--- src/chan_event_regs.vh ---
// Constants for the channel event and slot map block.
// Assumes a 32-bit AHB-Lite register bus and 32 channels.
`ifndef CHAN_EVENT_REGS_VH
`define CHAN_EVENT_REGS_VH
// Register byte offsets.
`define OFS_ACTION     12'h000
`define OFS_EVENT      12'h004
`define OFS_TXSTATE    12'h008
`define OFS_MASK_BASE  12'h080
`define OFS_SLOT_BASE  12'h100
// Action word fields.
`define ACT_SETUP      0
`define ACT_INIT       1
// Event word fields.
`define EV_FRAME       12
`define EV_FILL        11
`define EV_SHORT       10
`define EV_FAULT       9
`define EV_OVER        8
`define EV_DIR         5
// Mask byte fields, a one suppresses the bit.
`define M_SHORT        6
`define M_FILL         5
`define M_TXFAULT      3
`define M_RXFAULT      2
`define M_RXFRAME      1
`define M_TXFRAME      0
// Slot word fields.
`define SL_TXINH       29
`define SL_RXINH       13
// Channel modes.
`define MODE_HDLC      3'h0
`define MODE_V110      3'h1
`define MODE_OCTET     3'h2
`define MODE_FLAG      3'h3
`define MODE_RFREE     3'h4
// Counts.
`define SYNC_LOSS_CNT  2'h3
`define CORRUPT_FRAMES 2'h3
// Reset values.
`define RST_WORD       32'h00000000
`define RST_MASK       8'h00
`endif

--- src/channel_event_and_slot_map.v ---
// Channel event word builder, per-channel masks, time slot map and
// transmit abort sequencing. Assumes events arrive one per cycle from
// the channel engines, and highway slot/bit positions are synchronous.
//
// Notes on behaviour
// - V.110 rx fault on buffer loss or three bad sync frames.
// - V.110 rx fault on fast abort, short paused descriptor, long abort.
// - V.110 tx fault on bad last descriptor bits.
// - Octet mode rx fault only on short descriptor or fast abort.
// - Flagged/ratefree rx fault with frame done on listed errors.
// - HDLC/flagged rx overflow when frames or notices are dropped.
// - Non-V.110 tx overflow aborts frame with mode pattern; a bus fault only raises a fault.
// - After abort send fill, then refetch and finish the frame.
// - V.110 rx overflow when notices are dropped.
// - V.110 tx overflow sends three corrupted frames then resumes.
// - Octet mode rx overflow when data is dropped.
// - Per-channel masks gate event bits by direction.
// - Slot map fetched once per action pulse with setup or init.
// - Map ties 32 slots to channels, separate tx and rx numbers.
// - A channel may use different rx and tx slots.
// - Non-octet modes keep mask-one bits, drop or tristate others.
// - Octet mode delivers masked rx bits as ones, tristates tx.
// - Subchanneling gives rates from 8 kbit/s to 2.048 Mbit/s.
// - Tx inhibit tristates slot and holds the data.
// - Rx inhibit ignores the slot data.
// - Masking acts per bit; all masked suppresses the event.
//
// Design decisions made here: the AHB-Lite slave port and the placing of the registers.
`timescale 1ns/1ps
`include "chan_event_regs.vh"
module channel_event_and_slot_map (
    input  wire        ref_clk_i,     // System clock, 100 MHz.
    input  wire        rst_i,         // Synchronous reset, high.
    input  wire        hsel_i,        // AHB select.
    input  wire [11:0] haddr_i,       // AHB address.
    input  wire [1:0]  htrans_i,      // AHB transfer type.
    input  wire        hwrite_i,      // AHB write.
    input  wire [2:0]  hsize_i,       // AHB size.
    input  wire [31:0] hwdata_i,      // AHB write data.
    input  wire        hready_i,      // AHB bus ready.
    output reg  [31:0] hrdata_o,      // AHB read data.
    output wire        hreadyout_o,   // AHB slave ready.
    output wire        hresp_o,       // AHB response.
    input  wire        ev_valid_i,    // Event strobe.
    input  wire        ev_dir_i,      // Event direction, 1 receive.
    input  wire [4:0]  ev_chan_i,     // Event channel.
    input  wire [2:0]  ev_mode_i,     // Channel mode.
    input  wire [10:0] ev_cause_i,    // Event causes.
    output reg         event_valid_o, // Event word strobe.
    output reg  [31:0] event_word_o,  // Channel event word.
    input  wire        mem_ok_i,      // Shared memory reachable.
    input  wire        v110_frame_i,  // Tx 10-octet frame boundary.
    output reg         tx_fill_o,     // Sending interframe fill.
    output reg         tx_corrupt_o,  // Sending corrupted frames.
    output reg  [15:0] abort_pat_o,   // Abort pattern, LSB first.
    output reg  [4:0]  abort_len_o,   // Abort pattern length.
    output reg         abort_o,       // Abort pattern start pulse.
    output reg         refetch_o,     // Refetch/resume pulse.
    input  wire [4:0]  hw_slot_i,     // Highway slot number.
    input  wire [2:0]  hw_bit_i,      // Bit within slot.
    input  wire        hw_bit_en_i,   // Bit strobe.
    input  wire        hw_rxd_i,      // Highway receive bit.
    input  wire        octet_mode_i,  // Channel in octet mode.
    output reg         rx_bit_vld_o,  // Received bit for a channel.
    output reg         rx_bit_o,      // Received bit value.
    output reg  [4:0]  rx_chan_o,     // Receive channel.
    output wire [4:0]  tx_chan_o,     // Channel asked for a bit.
    output wire        tx_take_o,     // Tx bit consumed this strobe.
    input  wire        tx_bit_i,      // Tx bit from channel.
    output reg         hw_txd_o,      // Highway transmit bit.
    output reg         hw_txd_oe_o    // Highway transmit enable.
);

// ****************************************
// Storage
// ****************************************
reg  [31:0] slot_assignment_word [0:31]; // Software-written map.
reg  [31:0] act_map [0:31];              // Map in use on the highway.
reg  [7:0]  chan_mask [0:31];
reg  [1:0]  sync_cnt [0:31];
reg  [1:0]  abt_cnt [0:31];
reg  [31:0] channel_event_word;
reg  [11:0] dp_addr;
reg         dp_write;
reg  [1:0]  state;
reg  [1:0]  corrupt_cnt;
reg         fetch_req;
integer     i;

localparam [1:0] ST_IDLE = 2'h0;
localparam [1:0] ST_FILL = 2'h1;
localparam [1:0] ST_CORR = 2'h2;

// ****************************************
// AHB-Lite slave
// ****************************************
// Zero wait states, so the answer is always OKAY and ready.
assign hreadyout_o = 1'b1;
assign hresp_o     = 1'b0;

wire addr_ph = hsel_i & hready_i & htrans_i[1];
wire in_mask = (haddr_i[11:7] == 5'h01);
wire in_slot = (haddr_i[11:7] == 5'h02);

// Capture address phase and prepare read data for the data phase.
always @(posedge ref_clk_i) begin
    if (rst_i) begin
        dp_addr  <= 12'h000;
        dp_write <= 1'b0;
        hrdata_o <= `RST_WORD;
    end else begin
        dp_write <= addr_ph & hwrite_i;
        dp_addr  <= haddr_i;
        if (addr_ph & ~hwrite_i) begin
            if (in_mask)
                hrdata_o <= {24'h000000, chan_mask[haddr_i[6:2]]};
            else if (in_slot)
                hrdata_o <= slot_assignment_word[haddr_i[6:2]];
            else if (haddr_i == `OFS_EVENT)
                hrdata_o <= channel_event_word;
            else if (haddr_i == `OFS_TXSTATE)
                hrdata_o <= {28'h0000000, corrupt_cnt, state};
            else
                hrdata_o <= `RST_WORD;
        end
    end
end

wire wr_mask   = dp_write & (dp_addr[11:7] == 5'h01);
wire wr_slot   = dp_write & (dp_addr[11:7] == 5'h02);
wire wr_action = dp_write & (dp_addr == `OFS_ACTION);

// Register writes; unmapped writes are dropped.
always @(posedge ref_clk_i) begin
    if (rst_i) begin
        for (i = 0; i < 32; i = i + 1) begin
            chan_mask[i]            <= `RST_MASK;
            slot_assignment_word[i] <= `RST_WORD;
        end
        fetch_req <= 1'b0;
    end else begin
        if (wr_mask)
            chan_mask[dp_addr[6:2]] <= hwdata_i[7:0];
        if (wr_slot)
            slot_assignment_word[dp_addr[6:2]] <= hwdata_i & 32'h3FFF3FFF;
        fetch_req <= wr_action &
                     (hwdata_i[`ACT_SETUP] | hwdata_i[`ACT_INIT]);
    end
end

// ****************************************
// Slot map fetch
// ****************************************
// The active map changes only on an action pulse, so highway lookups
// never see a half-written table while software edits the map.
always @(posedge ref_clk_i) begin
    if (rst_i) begin
        for (i = 0; i < 32; i = i + 1)
            act_map[i] <= `RST_WORD;
    end else if (fetch_req) begin
        for (i = 0; i < 32; i = i + 1)
            act_map[i] <= slot_assignment_word[i];
    end
end

// ****************************************
// Event word builder
// ****************************************
wire [7:0] msk    = chan_mask[ev_chan_i];
wire       rb_los = ev_cause_i[0];
wire       bad_sy = ev_cause_i[1];
wire       f_abt  = ev_cause_i[2];
wire       sh_dsc = ev_cause_i[3];
wire       abt_fr = ev_cause_i[4];
wire       odd_ln = ev_cause_i[5];
wire       fr_end = ev_cause_i[6];
wire       dropd  = ev_cause_i[7];
wire       fill_c = ev_cause_i[8];
wire       shortf = ev_cause_i[9];
wire       v_tick = ev_cause_i[10];
// Transmit direction reuses the low cause bits.
wire       t_hold = ev_cause_i[0];
wire       t_last = ev_cause_i[1];
wire       t_zero = ev_cause_i[2];
wire       t_undr = ev_cause_i[3];
wire       t_ldsc = ev_cause_i[5];
wire       t_err  = ev_cause_i[7];
wire       is_v   = (ev_mode_i == `MODE_V110);
wire       sy_hit = v_tick & bad_sy & (sync_cnt[ev_chan_i] == 2'h2);
wire       ab_hit = v_tick & abt_fr & (abt_cnt[ev_chan_i] == 2'h2);

reg  [4:0] raw; // Frame, fill, short, fault, overflow before masking.
reg  [4:0] gate;

// Per-mode cause decode.
always @* begin
    raw = 5'h00;
    if (ev_dir_i) begin
        case (ev_mode_i)
            `MODE_V110: begin
                raw[1] = rb_los | sy_hit;
                raw[1] = raw[1] | f_abt | sh_dsc | ab_hit;
                raw[0] = dropd;
            end
            `MODE_OCTET: begin
                raw[1] = sh_dsc | f_abt;
                raw[0] = dropd;
            end
            `MODE_FLAG, `MODE_RFREE, `MODE_HDLC: begin
                raw[1] = odd_ln | rb_los | sh_dsc | f_abt;
                raw[4] = fr_end | raw[1];
                raw[3] = fill_c;
                raw[2] = shortf;
                raw[0] = dropd;
            end
            default: raw = 5'h00;
        endcase
    end else begin
        if (is_v)
            raw[1] = t_ldsc & (t_hold | t_last | (~t_last & t_zero));
        else begin
            raw[1] = t_err;
            raw[4] = fr_end;
        end
        raw[0] = t_undr;
    end
end

// Direction-dependent mask gating; fault and overflow share one fault mask bit.
always @* begin
    if (ev_dir_i) begin
        gate[4] = raw[4] & ~msk[`M_RXFRAME];
        gate[3] = raw[3] & ~msk[`M_FILL];
        gate[2] = raw[2] & ~msk[`M_SHORT];
        gate[1] = raw[1] & ~msk[`M_RXFAULT];
        gate[0] = raw[0] & ~msk[`M_RXFAULT];
    end else begin
        gate[4] = raw[4] & ~msk[`M_TXFRAME];
        gate[3] = 1'b0;
        gate[2] = 1'b0;
        gate[1] = raw[1] & ~msk[`M_TXFAULT];
        gate[0] = raw[0] & ~msk[`M_TXFAULT];
    end
end

// Publish the word; an event whose bits are all masked disappears.
always @(posedge ref_clk_i) begin
    if (rst_i) begin
        event_valid_o      <= 1'b0;
        event_word_o       <= `RST_WORD;
        channel_event_word <= `RST_WORD;
    end else begin
        event_valid_o <= ev_valid_i & (|gate);
        if (ev_valid_i & (|gate)) begin
            event_word_o       <= {19'h00000, gate, 2'h0, ev_dir_i, ev_chan_i};
            channel_event_word <= {19'h00000, gate, 2'h0, ev_dir_i, ev_chan_i};
        end
    end
end

// Consecutive-frame counters for loss of sync and long receive abort.
always @(posedge ref_clk_i) begin
    if (rst_i) begin
        for (i = 0; i < 32; i = i + 1) begin
            sync_cnt[i] <= 2'h0;
            abt_cnt[i]  <= 2'h0;
        end
    end else if (ev_valid_i & ev_dir_i & is_v & v_tick) begin
        if (~bad_sy)
            sync_cnt[ev_chan_i] <= 2'h0;
        else if (sync_cnt[ev_chan_i] != `SYNC_LOSS_CNT)
            sync_cnt[ev_chan_i] <= sync_cnt[ev_chan_i] + 2'h1;
        if (~abt_fr)
            abt_cnt[ev_chan_i] <= 2'h0;
        else if (abt_cnt[ev_chan_i] != `SYNC_LOSS_CNT)
            abt_cnt[ev_chan_i] <= abt_cnt[ev_chan_i] + 2'h1;
    end
end

// ****************************************
// Transmit abort sequencer
// ****************************************
// One abort is handled at a time; a second underrun during recovery
// is ignored, as the frame is already aborted.
wire tx_hit = ev_valid_i & ~ev_dir_i & t_undr;

always @(posedge ref_clk_i) begin
    if (rst_i) begin
        state        <= ST_IDLE;
        corrupt_cnt  <= 2'h0;
        tx_fill_o    <= 1'b0;
        tx_corrupt_o <= 1'b0;
        abort_o      <= 1'b0;
        refetch_o    <= 1'b0;
        abort_pat_o  <= 16'h0000;
        abort_len_o  <= 5'h00;
    end else begin
        abort_o   <= 1'b0;
        refetch_o <= 1'b0;
        case (state)
            ST_IDLE: begin
                if (tx_hit & is_v) begin
                    state        <= ST_CORR;
                    corrupt_cnt  <= 2'h0;
                    tx_corrupt_o <= 1'b1;
                end else if (tx_hit) begin
                    state     <= ST_FILL;
                    abort_o   <= 1'b1;
                    tx_fill_o <= 1'b1;
                    case (ev_mode_i)
                        `MODE_FLAG: begin
                            abort_pat_o <= 16'h0000;
                            abort_len_o <= 5'h02;
                        end
                        `MODE_RFREE: begin
                            abort_pat_o <= 16'h0000;
                            abort_len_o <= 5'h04;
                        end
                        default: begin
                            abort_pat_o <= 16'hFFFE;
                            abort_len_o <= 5'h0F;
                        end
                    endcase
                end
            end
            ST_FILL: begin
                if (mem_ok_i) begin
                    state     <= ST_IDLE;
                    tx_fill_o <= 1'b0;
                    refetch_o <= 1'b1;
                end
            end
            ST_CORR: begin
                if (v110_frame_i) begin
                    if (corrupt_cnt == `CORRUPT_FRAMES - 2'h1) begin
                        state        <= ST_IDLE;
                        tx_corrupt_o <= 1'b0;
                        refetch_o    <= 1'b1;
                    end else
                        corrupt_cnt <= corrupt_cnt + 2'h1;
                end
            end
            default: state <= ST_IDLE;
        endcase
    end
end

// ****************************************
// Highway slot mapping
// ****************************************
// Each slot carries its own rx and tx channel, so one channel can own
// any mix of slots, and the fill mask picks 1 to 8 bits per slot,
// which spans 8 kbit/s to 2.048 Mbit/s per channel.
wire [31:0] cur   = act_map[hw_slot_i];
wire [4:0]  rx_ch = cur[12:8];
wire [4:0]  tx_ch = cur[28:24];
wire        rx_fm = cur[3'h7 - hw_bit_i];
wire        tx_fm = cur[5'h17 - {2'h0, hw_bit_i}];
wire        tx_ok = hw_bit_en_i & ~cur[`SL_TXINH] & tx_fm;

// Inhibited or masked tx bits are not taken, so data waits.
assign tx_chan_o = tx_ch;
assign tx_take_o = tx_ok;

// Receive delivery and transmit drive per bit strobe.
always @(posedge ref_clk_i) begin
    if (rst_i) begin
        rx_bit_vld_o <= 1'b0;
        rx_bit_o     <= 1'b1;
        rx_chan_o    <= 5'h00;
        hw_txd_o     <= 1'b1;
        hw_txd_oe_o  <= 1'b0;
    end else begin
        rx_chan_o <= rx_ch;
        if (hw_bit_en_i & ~cur[`SL_RXINH]) begin
            if (octet_mode_i) begin
                rx_bit_vld_o <= 1'b1;
                rx_bit_o     <= rx_fm ? hw_rxd_i : 1'b1;
            end else begin
                rx_bit_vld_o <= rx_fm;
                rx_bit_o     <= hw_rxd_i;
            end
        end else
            rx_bit_vld_o <= 1'b0;
        if (hw_bit_en_i) begin
            hw_txd_oe_o <= tx_ok;
            hw_txd_o    <= tx_ok ? tx_bit_i : 1'b1;
        end
    end
end

endmodule // channel_event_and_slot_map

--- config.mk ---
export PLATFORM = sky130hd
export DESIGN_NAME = channel_event_and_slot_map
export DESIGN_NICKNAME = d
export VERILOG_FILES = /design/src/channel_event_and_slot_map.v
export VERILOG_INCLUDE_DIRS = /design/src /design/src/src
export SDC_FILE = /design/constraint.sdc
export NUM_CORES = 2
export LEC_CHECK = 0
export BUFFER_PORTS_ARGS = -buffer_cell sky130_fd_sc_hd__buf_4
export CORE_AREA = 2 2 591 593
export DETAILED_ROUTE_END_ITERATION = 12
export DIE_AREA = 0 0 593 595
export GPL_TIMING_DRIVEN = 0
export SYNTH_ARGS = -nofsm -noshare
export SYNTH_HDL_FRONTEND = slang
export SYNTH_SLANG_ARGS = --single-unit
--- constraint.sdc ---
create_clock -name ref_clk_i -period 19.8 [get_ports ref_clk_i]
set_clock_uncertainty 0.2 [all_clocks]
set_input_delay 2.97 -clock ref_clk_i [delete_from_list [all_inputs] [get_ports ref_clk_i]]
set_output_delay 2.97 -clock ref_clk_i [all_outputs]
set_load 0.03 [all_outputs]
* Word level (Yosys, flattened, before mapping) *
Memory sizes are Yosys's and may differ from the RTL's.
Cells that the tools add are included.

word-level totals
  flip-flop bits (word level) = 96
  memory bits (writable) = 2,304
  input bits = 89
  output and inout port bits = 107
  logic and storage cells = 287
  memories kept = 5

memory list
  memory                depth  bits a word  read ports  clocked after memory_dff  wr ports  line                             RTL
  act_map               32     32           1           0                         32        channel_event_and_slot_map.v:78  reg [31:0] act_map [0:31];
  slot_assignment_word  32     28           33          0                         32        channel_event_and_slot_map.v:77  reg [31:0] slot_assignment_word [0:31];
  chan_mask             32     8            2           0                         32        channel_event_and_slot_map.v:79  reg [7:0] chan_mask [0:31];
  abt_cnt               32     2            1           0                         32        channel_event_and_slot_map.v:81  reg [1:0] abt_cnt [0:31];
  sync_cnt              32     2            1           0                         32        channel_event_and_slot_map.v:80  reg [1:0] sync_cnt [0:31];

cells by class
  add/sub/neg operators = 5
  magnitude comparators = 2
  equal/unequal tests = 25
  mux-type cells = 120
  bitwise logic cells = 92
  reductions and logical operators = 19

operators by type and width
  operator                                         number
  two-way mux 32 bit                               34
  two-way mux 1 bit                                52
  bitwise OR 1 bit                                 46
  AND 1 bit                                        32
  two-way mux 2 bit                                14
  two-way mux 28 bit                               1
  OR reduction 28 bit                              1
  two-way mux 5 bit                                5
  inequality test 2 bit (second input constant)    9
  two-way mux 16 bit                               1
  AND reduction 4 bit                              4
  NOT 1 bit                                        14
  two-way mux 13 bit                               1
  == test 12 x 3 -> 1 bit (second input constant)  1
  == test 12 x 4 -> 1 bit (second input constant)  1
  logical NOT 12 bit                               1
  one-hot mux 2 bit (3 select lines)               2
  == test 5 x 1 -> 1 bit (second input constant)   2
  == test 5 x 2 -> 1 bit (second input constant)   2
  == test 2 bit (second input constant)            4
  two-way mux 8 bit                                1
  one-hot mux 4 bit (2 select lines)               1
  OR reduction 2 bit                               4
  OR reduction 8 bit                               1
  22 further kinds                                 29

* Logic depth before layout (Yosys ltp) *
An unclocked memory read counts as a cell.

  word-level depth = 13
  mapped depth = 18
  depth with buffers taken out = 13

* Least setup slack after synthesis *
No wires, ideal clock.

  kind = input to register
  from = in rst_i
  to = mem act_map[0][0], enable pin
  library setup time = 900 ps
  arrival time = 14,440 ps
  required time = 18,700 ps
  setup slack = 4,260 ps
  stages on the path = 4
  path through = clkbuf_1 clkbuf_1 clkbuf_1 or2_2

RTL lines
  what                line                             RTL
  start: declaration  channel_event_and_slot_map.v:33  input wire rst_i,
  end: declaration    channel_event_and_slot_map.v:78

* Worst setup path after layout *
  from = in hw_slot_i[1]
  to = out tx_take_o

on the way
  cells in the longest elaborated chain, start to end = 4

RTL lines
  what                                                                  line                                                                RTL
  start: declaration                                                    channel_event_and_slot_map.v:59                                     input wire [4:0] hw_slot_i,
  memory (32 x 32 bit) *                                                --
  binary-select mux 1 bit (select 5 bit) or NOT 1 bit (tied branches)   channel_event_and_slot_map.v:358, channel_event_and_slot_map.v:359
  two-way mux 1 bit (not written as such) or AND 1 bit (tied branches)  channel_event_and_slot_map.v:358, channel_event_and_slot_map.v:359
  AND 1 bit *                                                           channel_event_and_slot_map.v:359                                    wire tx_ok = hw_bit_en_i & ~cur[`SL_TXINH] & tx_fm;
  end: declaration                                                      channel_event_and_slot_map.v:68                                     output wire tx_take_o,

Mark *: on every way between the ends. The rest lies on a longest branch, timed or not. The select of a mux whose other input is x is not followed.

==> results.toml <==
[clock_network]
clkLatencyLatePin_ps = 910
cts_tree = "built"
post_cts_buffers = 0
numCtsBuffers = 226
hold_buffers = 0
clock_path_buffers = 4
root_buffer = "clkbuf_16"
htree_levels = 4
cts.repair.resized = 0
cts.sinks = 2250
path_clk_slew_ps = 60

[worst_setup_path]
cp-end-kind = "primary output"
cp-start-kind = "input port"
cp.required_ps = 16630
reg2reg_depth = 8
worstReg2RegStart = "dp_addr[9]$_SDFF_PP0_"
crit_slowest_cell = "buf_1"
crit_cells = 12
crit_chain = "buf_4, buf_2, buf_2, buf_2, buf_2, buf_1, mux4_2, mux2i_1, a21oi_1, a22oi_2, nor2_1, buf_4"
critPathMaxStageDelay_ps = 1120
setup.worst_path.start = "hw_slot_i[1]"
critPathTopFamily = "buffers and inverters"
r2r_end = "slot_assignment_word[31][14]$_SDFFCE_PN0P_"
critPathCapture = "tx_take_o"
arrival_ps = 7890
crit_top_cell = "buf_2"
r2r_slack_ps = 13790
crit_buf_inv = 7
critical_path_class = "input port to primary output"
worst-path-max-fanout = 11

[global_routing]
grt-ovfl-total = 0
grt_start_max_net_pins = 73
grt_pass1_wl_mm = 536
track_usage_pct = 22.5
grt_antenna_before_repair = 70
grt_pass1_vias = 63200

[timing]
worstMarginPinSlew_ps = 1620
slew-limit-headroom_pct = -10.7
fmax_ghz = 0.0904
period_minus_slack_ps = 11060
hold_viol = 0
period_share_pct = 55.9
finalSetupViolations = 0
drv_slew = 129
rsz0062_at_grt = "no"

[drt]
drt_first_pass_iters = 6
route.detailed.drc = 0
wl_per_cell_um = 34.5
ant_nets = 0
num_vias = 65400
drt_wl_total_mm = 407
drt_iter0_markers = 12300
vias_per_cell = 5.55

[placement]
place.gp.congestion = 0.971
hpwl_mm = 292
dp_cells = 11300
io_buffers = 136

[synthesis]
synthFlopType = "edfxtp_1"
synth_area_leaders = "edfxtp_1, mux4_2, and2_1"
synth_top_area_cell = "edfxtp_1"
syn_avg_cell_area_sq_um = 15.9
synth_top_area_share_pct = 63.2
synth_cell_type_count = 79
synth-async-reset-ratio_pct = 0
synth-edff-count = 2176
syn_inst = 6503
syn_area_sq_um = 103000
postSynthRegisterBits = 2250
yosys_warnings = 0
synth-seq-area-share_pct = 64.6

[final_layout]
area_growth_pct = 15.7
fin_cells = 11800
nFillCells = 32900
drive_gt1_share_pct = 21.3
nets = 7078

[pwr]
ir_worst_vdd_uv = 80.5
power.total_mw = 10.7
leakagePower_nw = 42.5
p_per_area_nw_per_um2 = 89.2

[flow_run]
drv_cap = 15

[outcome]
outcome = "finished with violations"
failed_checks = "capacitance limit, slew limit"

[floorplanning]
die_y_um = 595
initial_core_util_pct = 29.8
core_area_sq_um = 347000
row_count = 217
dieArea_sq_um = 353000
die_w_um = 593
pin_count = 196

[hold_path]
hold_path_class = "flip-flop to flip-flop"
==> metrics by stage <==
stage / TNS (ps) / cell area, sq um / hold slack, ps / setup slack [ps] / util, %
after floorplan: 0 / 104000 / 266 / 4260 / -
after global placement: -1681690 / 110000 / 277 / -2100 / 31.8
after detailed placement: 0 / 112000 / 289 / 8870 / 32.4
after CTS: 0 / 120000 / 299 / 8880 / 34.4
after global routing: 0 / 120000 / 312 / 8870 / 34.4
final: 0 / 120000 / 295 / 8740 / 34.4
==> layer usage <==
metal / wire (um) / track usage (%)
met1: 144000 / 28.7
met2: 173000 / 32.8
met3: 61400 / 8.25
met4: 28000 / 12.9
met5: 190 / 0
==> sequential cells by signal (all words and copies together) (netlist names), 2 cells and up <==
| name | flops |
|---|---|
| abt_cnt | 64 |
| hrdata_o | 28 |
| chan_mask | 256 |
| abort_len_o | 3 |
| rx_chan_o | 5 |
| state | 2 |
| dp_addr | 12 |
| channel_event_word | 11 |
| sync_cnt | 64 |
| corrupt_cnt | 2 |
| act_map | 896 |
| slot_assignment_word | 896 |
==> logic make-up (layout without fill, tap and decap cells) <==
logic type | after synthesis | count (layout) | share of synthesized area, %
fa+ha+maj | 8 | 8 | 0.0968
simple gates | 2537 | 2537 | 14.6
buf+inv | 615 | 1241 | 2.69
other cells | 2 | 58 | 0.00726
flops | 2250 | 2250 | 64.6
compound gates | 312 | 312 | 1.87
mux | 779 | 779 | 16.1
==> where the power goes <==
part	internal, mW	switching (mW)
clock network	2.41	1.92
registers	5.35	0.0555
logic	0.302	0.639
==> synthesized netlist by cell type, drive strengths merged (6+ instances only) <==
library cell and count:
and3 38, a22oi 28, dfxtp 74, o22ai 22, clkbuf 402, nor3b 8
nor3 14, nand4 7, nor2b 417, a2111oi 7, edfxtp 2176, nor2 274
nand2b 9, nand2 70, mux2 10, mux4 702, a211oi 13, ha 8
mux2i 67, nand3b 12, a21oi 44, or3 10, o21ai 146, buf 192
inv 19, nor4 7, or3b 6, nand3 29, and2 1622
==> cell usage in the layout (no fill, tap or decap), types with 12 or more instances in the layout <==
cell,netlist,routed
clkinv_2,0,48
edfxtp_1,2176,2176
clkbuf_2,1,36
bufinv_16,0,22
and2_1,1622,1622
clkbuf_1,400,408
a21oi_1,42,42
buf_4,66,207
dfxtp_1,74,74
mux4_2,682,682
o21ai_1,1,18
buf_8,0,21
nor2b_1,417,417
nor2_2,3,28
mux2i_1,67,66
a211oi_1,13,13
o21ai_4,0,31
inv_1,18,18
buf_16,0,21
buf_6,13,13
mux4_1,20,20
nor3_1,14,13
nand3b_1,12,12
buf_1,49,21
o21ai_0,145,97
o22ai_1,22,22
conb_1,2,29
nand2_1,70,70
a22oi_1,27,27
buf_12,3,36
nor2_1,271,246
nand3_1,26,26
clkinv_1,2,55
buf_2,61,91
and3_1,38,38
diode_2,0,29
clkbuf_16,0,231
==> how the worst min path moves through the flow <==
stage                                         start  slack, ps                        end  cells past startpoint
after floorplan               dp_addr[0]$_SDFF_PP0_        270       fetch_req$_SDFF_PP0_                      2
after global placement    hrdata_o[29]$_SDFFE_PP0P_        280  hrdata_o[29]$_SDFFE_PP0P_                      2
after detailed placement      hw_txd_o$_SDFFE_PP1P_        290      hw_txd_o$_SDFFE_PP1P_                      1
after CTS                  hw_txd_oe_o$_SDFFE_PP0P_        300   hw_txd_oe_o$_SDFFE_PP0P_                      2
after global routing       hw_txd_oe_o$_SDFFE_PP0P_        310   hw_txd_oe_o$_SDFFE_PP0P_                      2
final                      hw_txd_oe_o$_SDFFE_PP0P_        290   hw_txd_oe_o$_SDFFE_PP0P_                      2
==> area by class of cell <==
| type | count | area, sq um | area share [%] |
|---|---|---|---|
| diodes | 29 | 72.6 | 0.0607 |
| multi-input cells | 3665 | 34300 | 28.7 |
| clock buffers | 273 | 5970 | 4.99 |
| well taps | 4599 | 5750 | 4.81 |
| inverters | 21 | 78.8 | 0.0659 |
| repair buffers | 223 | 2650 | 2.22 |
| flip-flops and latches | 2250 | 66800 | 55.9 |
| clock inverters | 130 | 1160 | 0.971 |
| plain buffers | 594 | 2780 | 2.32 |
==> worst register-to-register path: cells and delay by family, from the launching register on <==
kind / cells / cell delay [ps]
buffers and inverters: 2 / 1460
and+or+nand+nor: 6 / 3900
DFF: 1 / 300
Note: power is estimated with default switching activity, not from simulation.
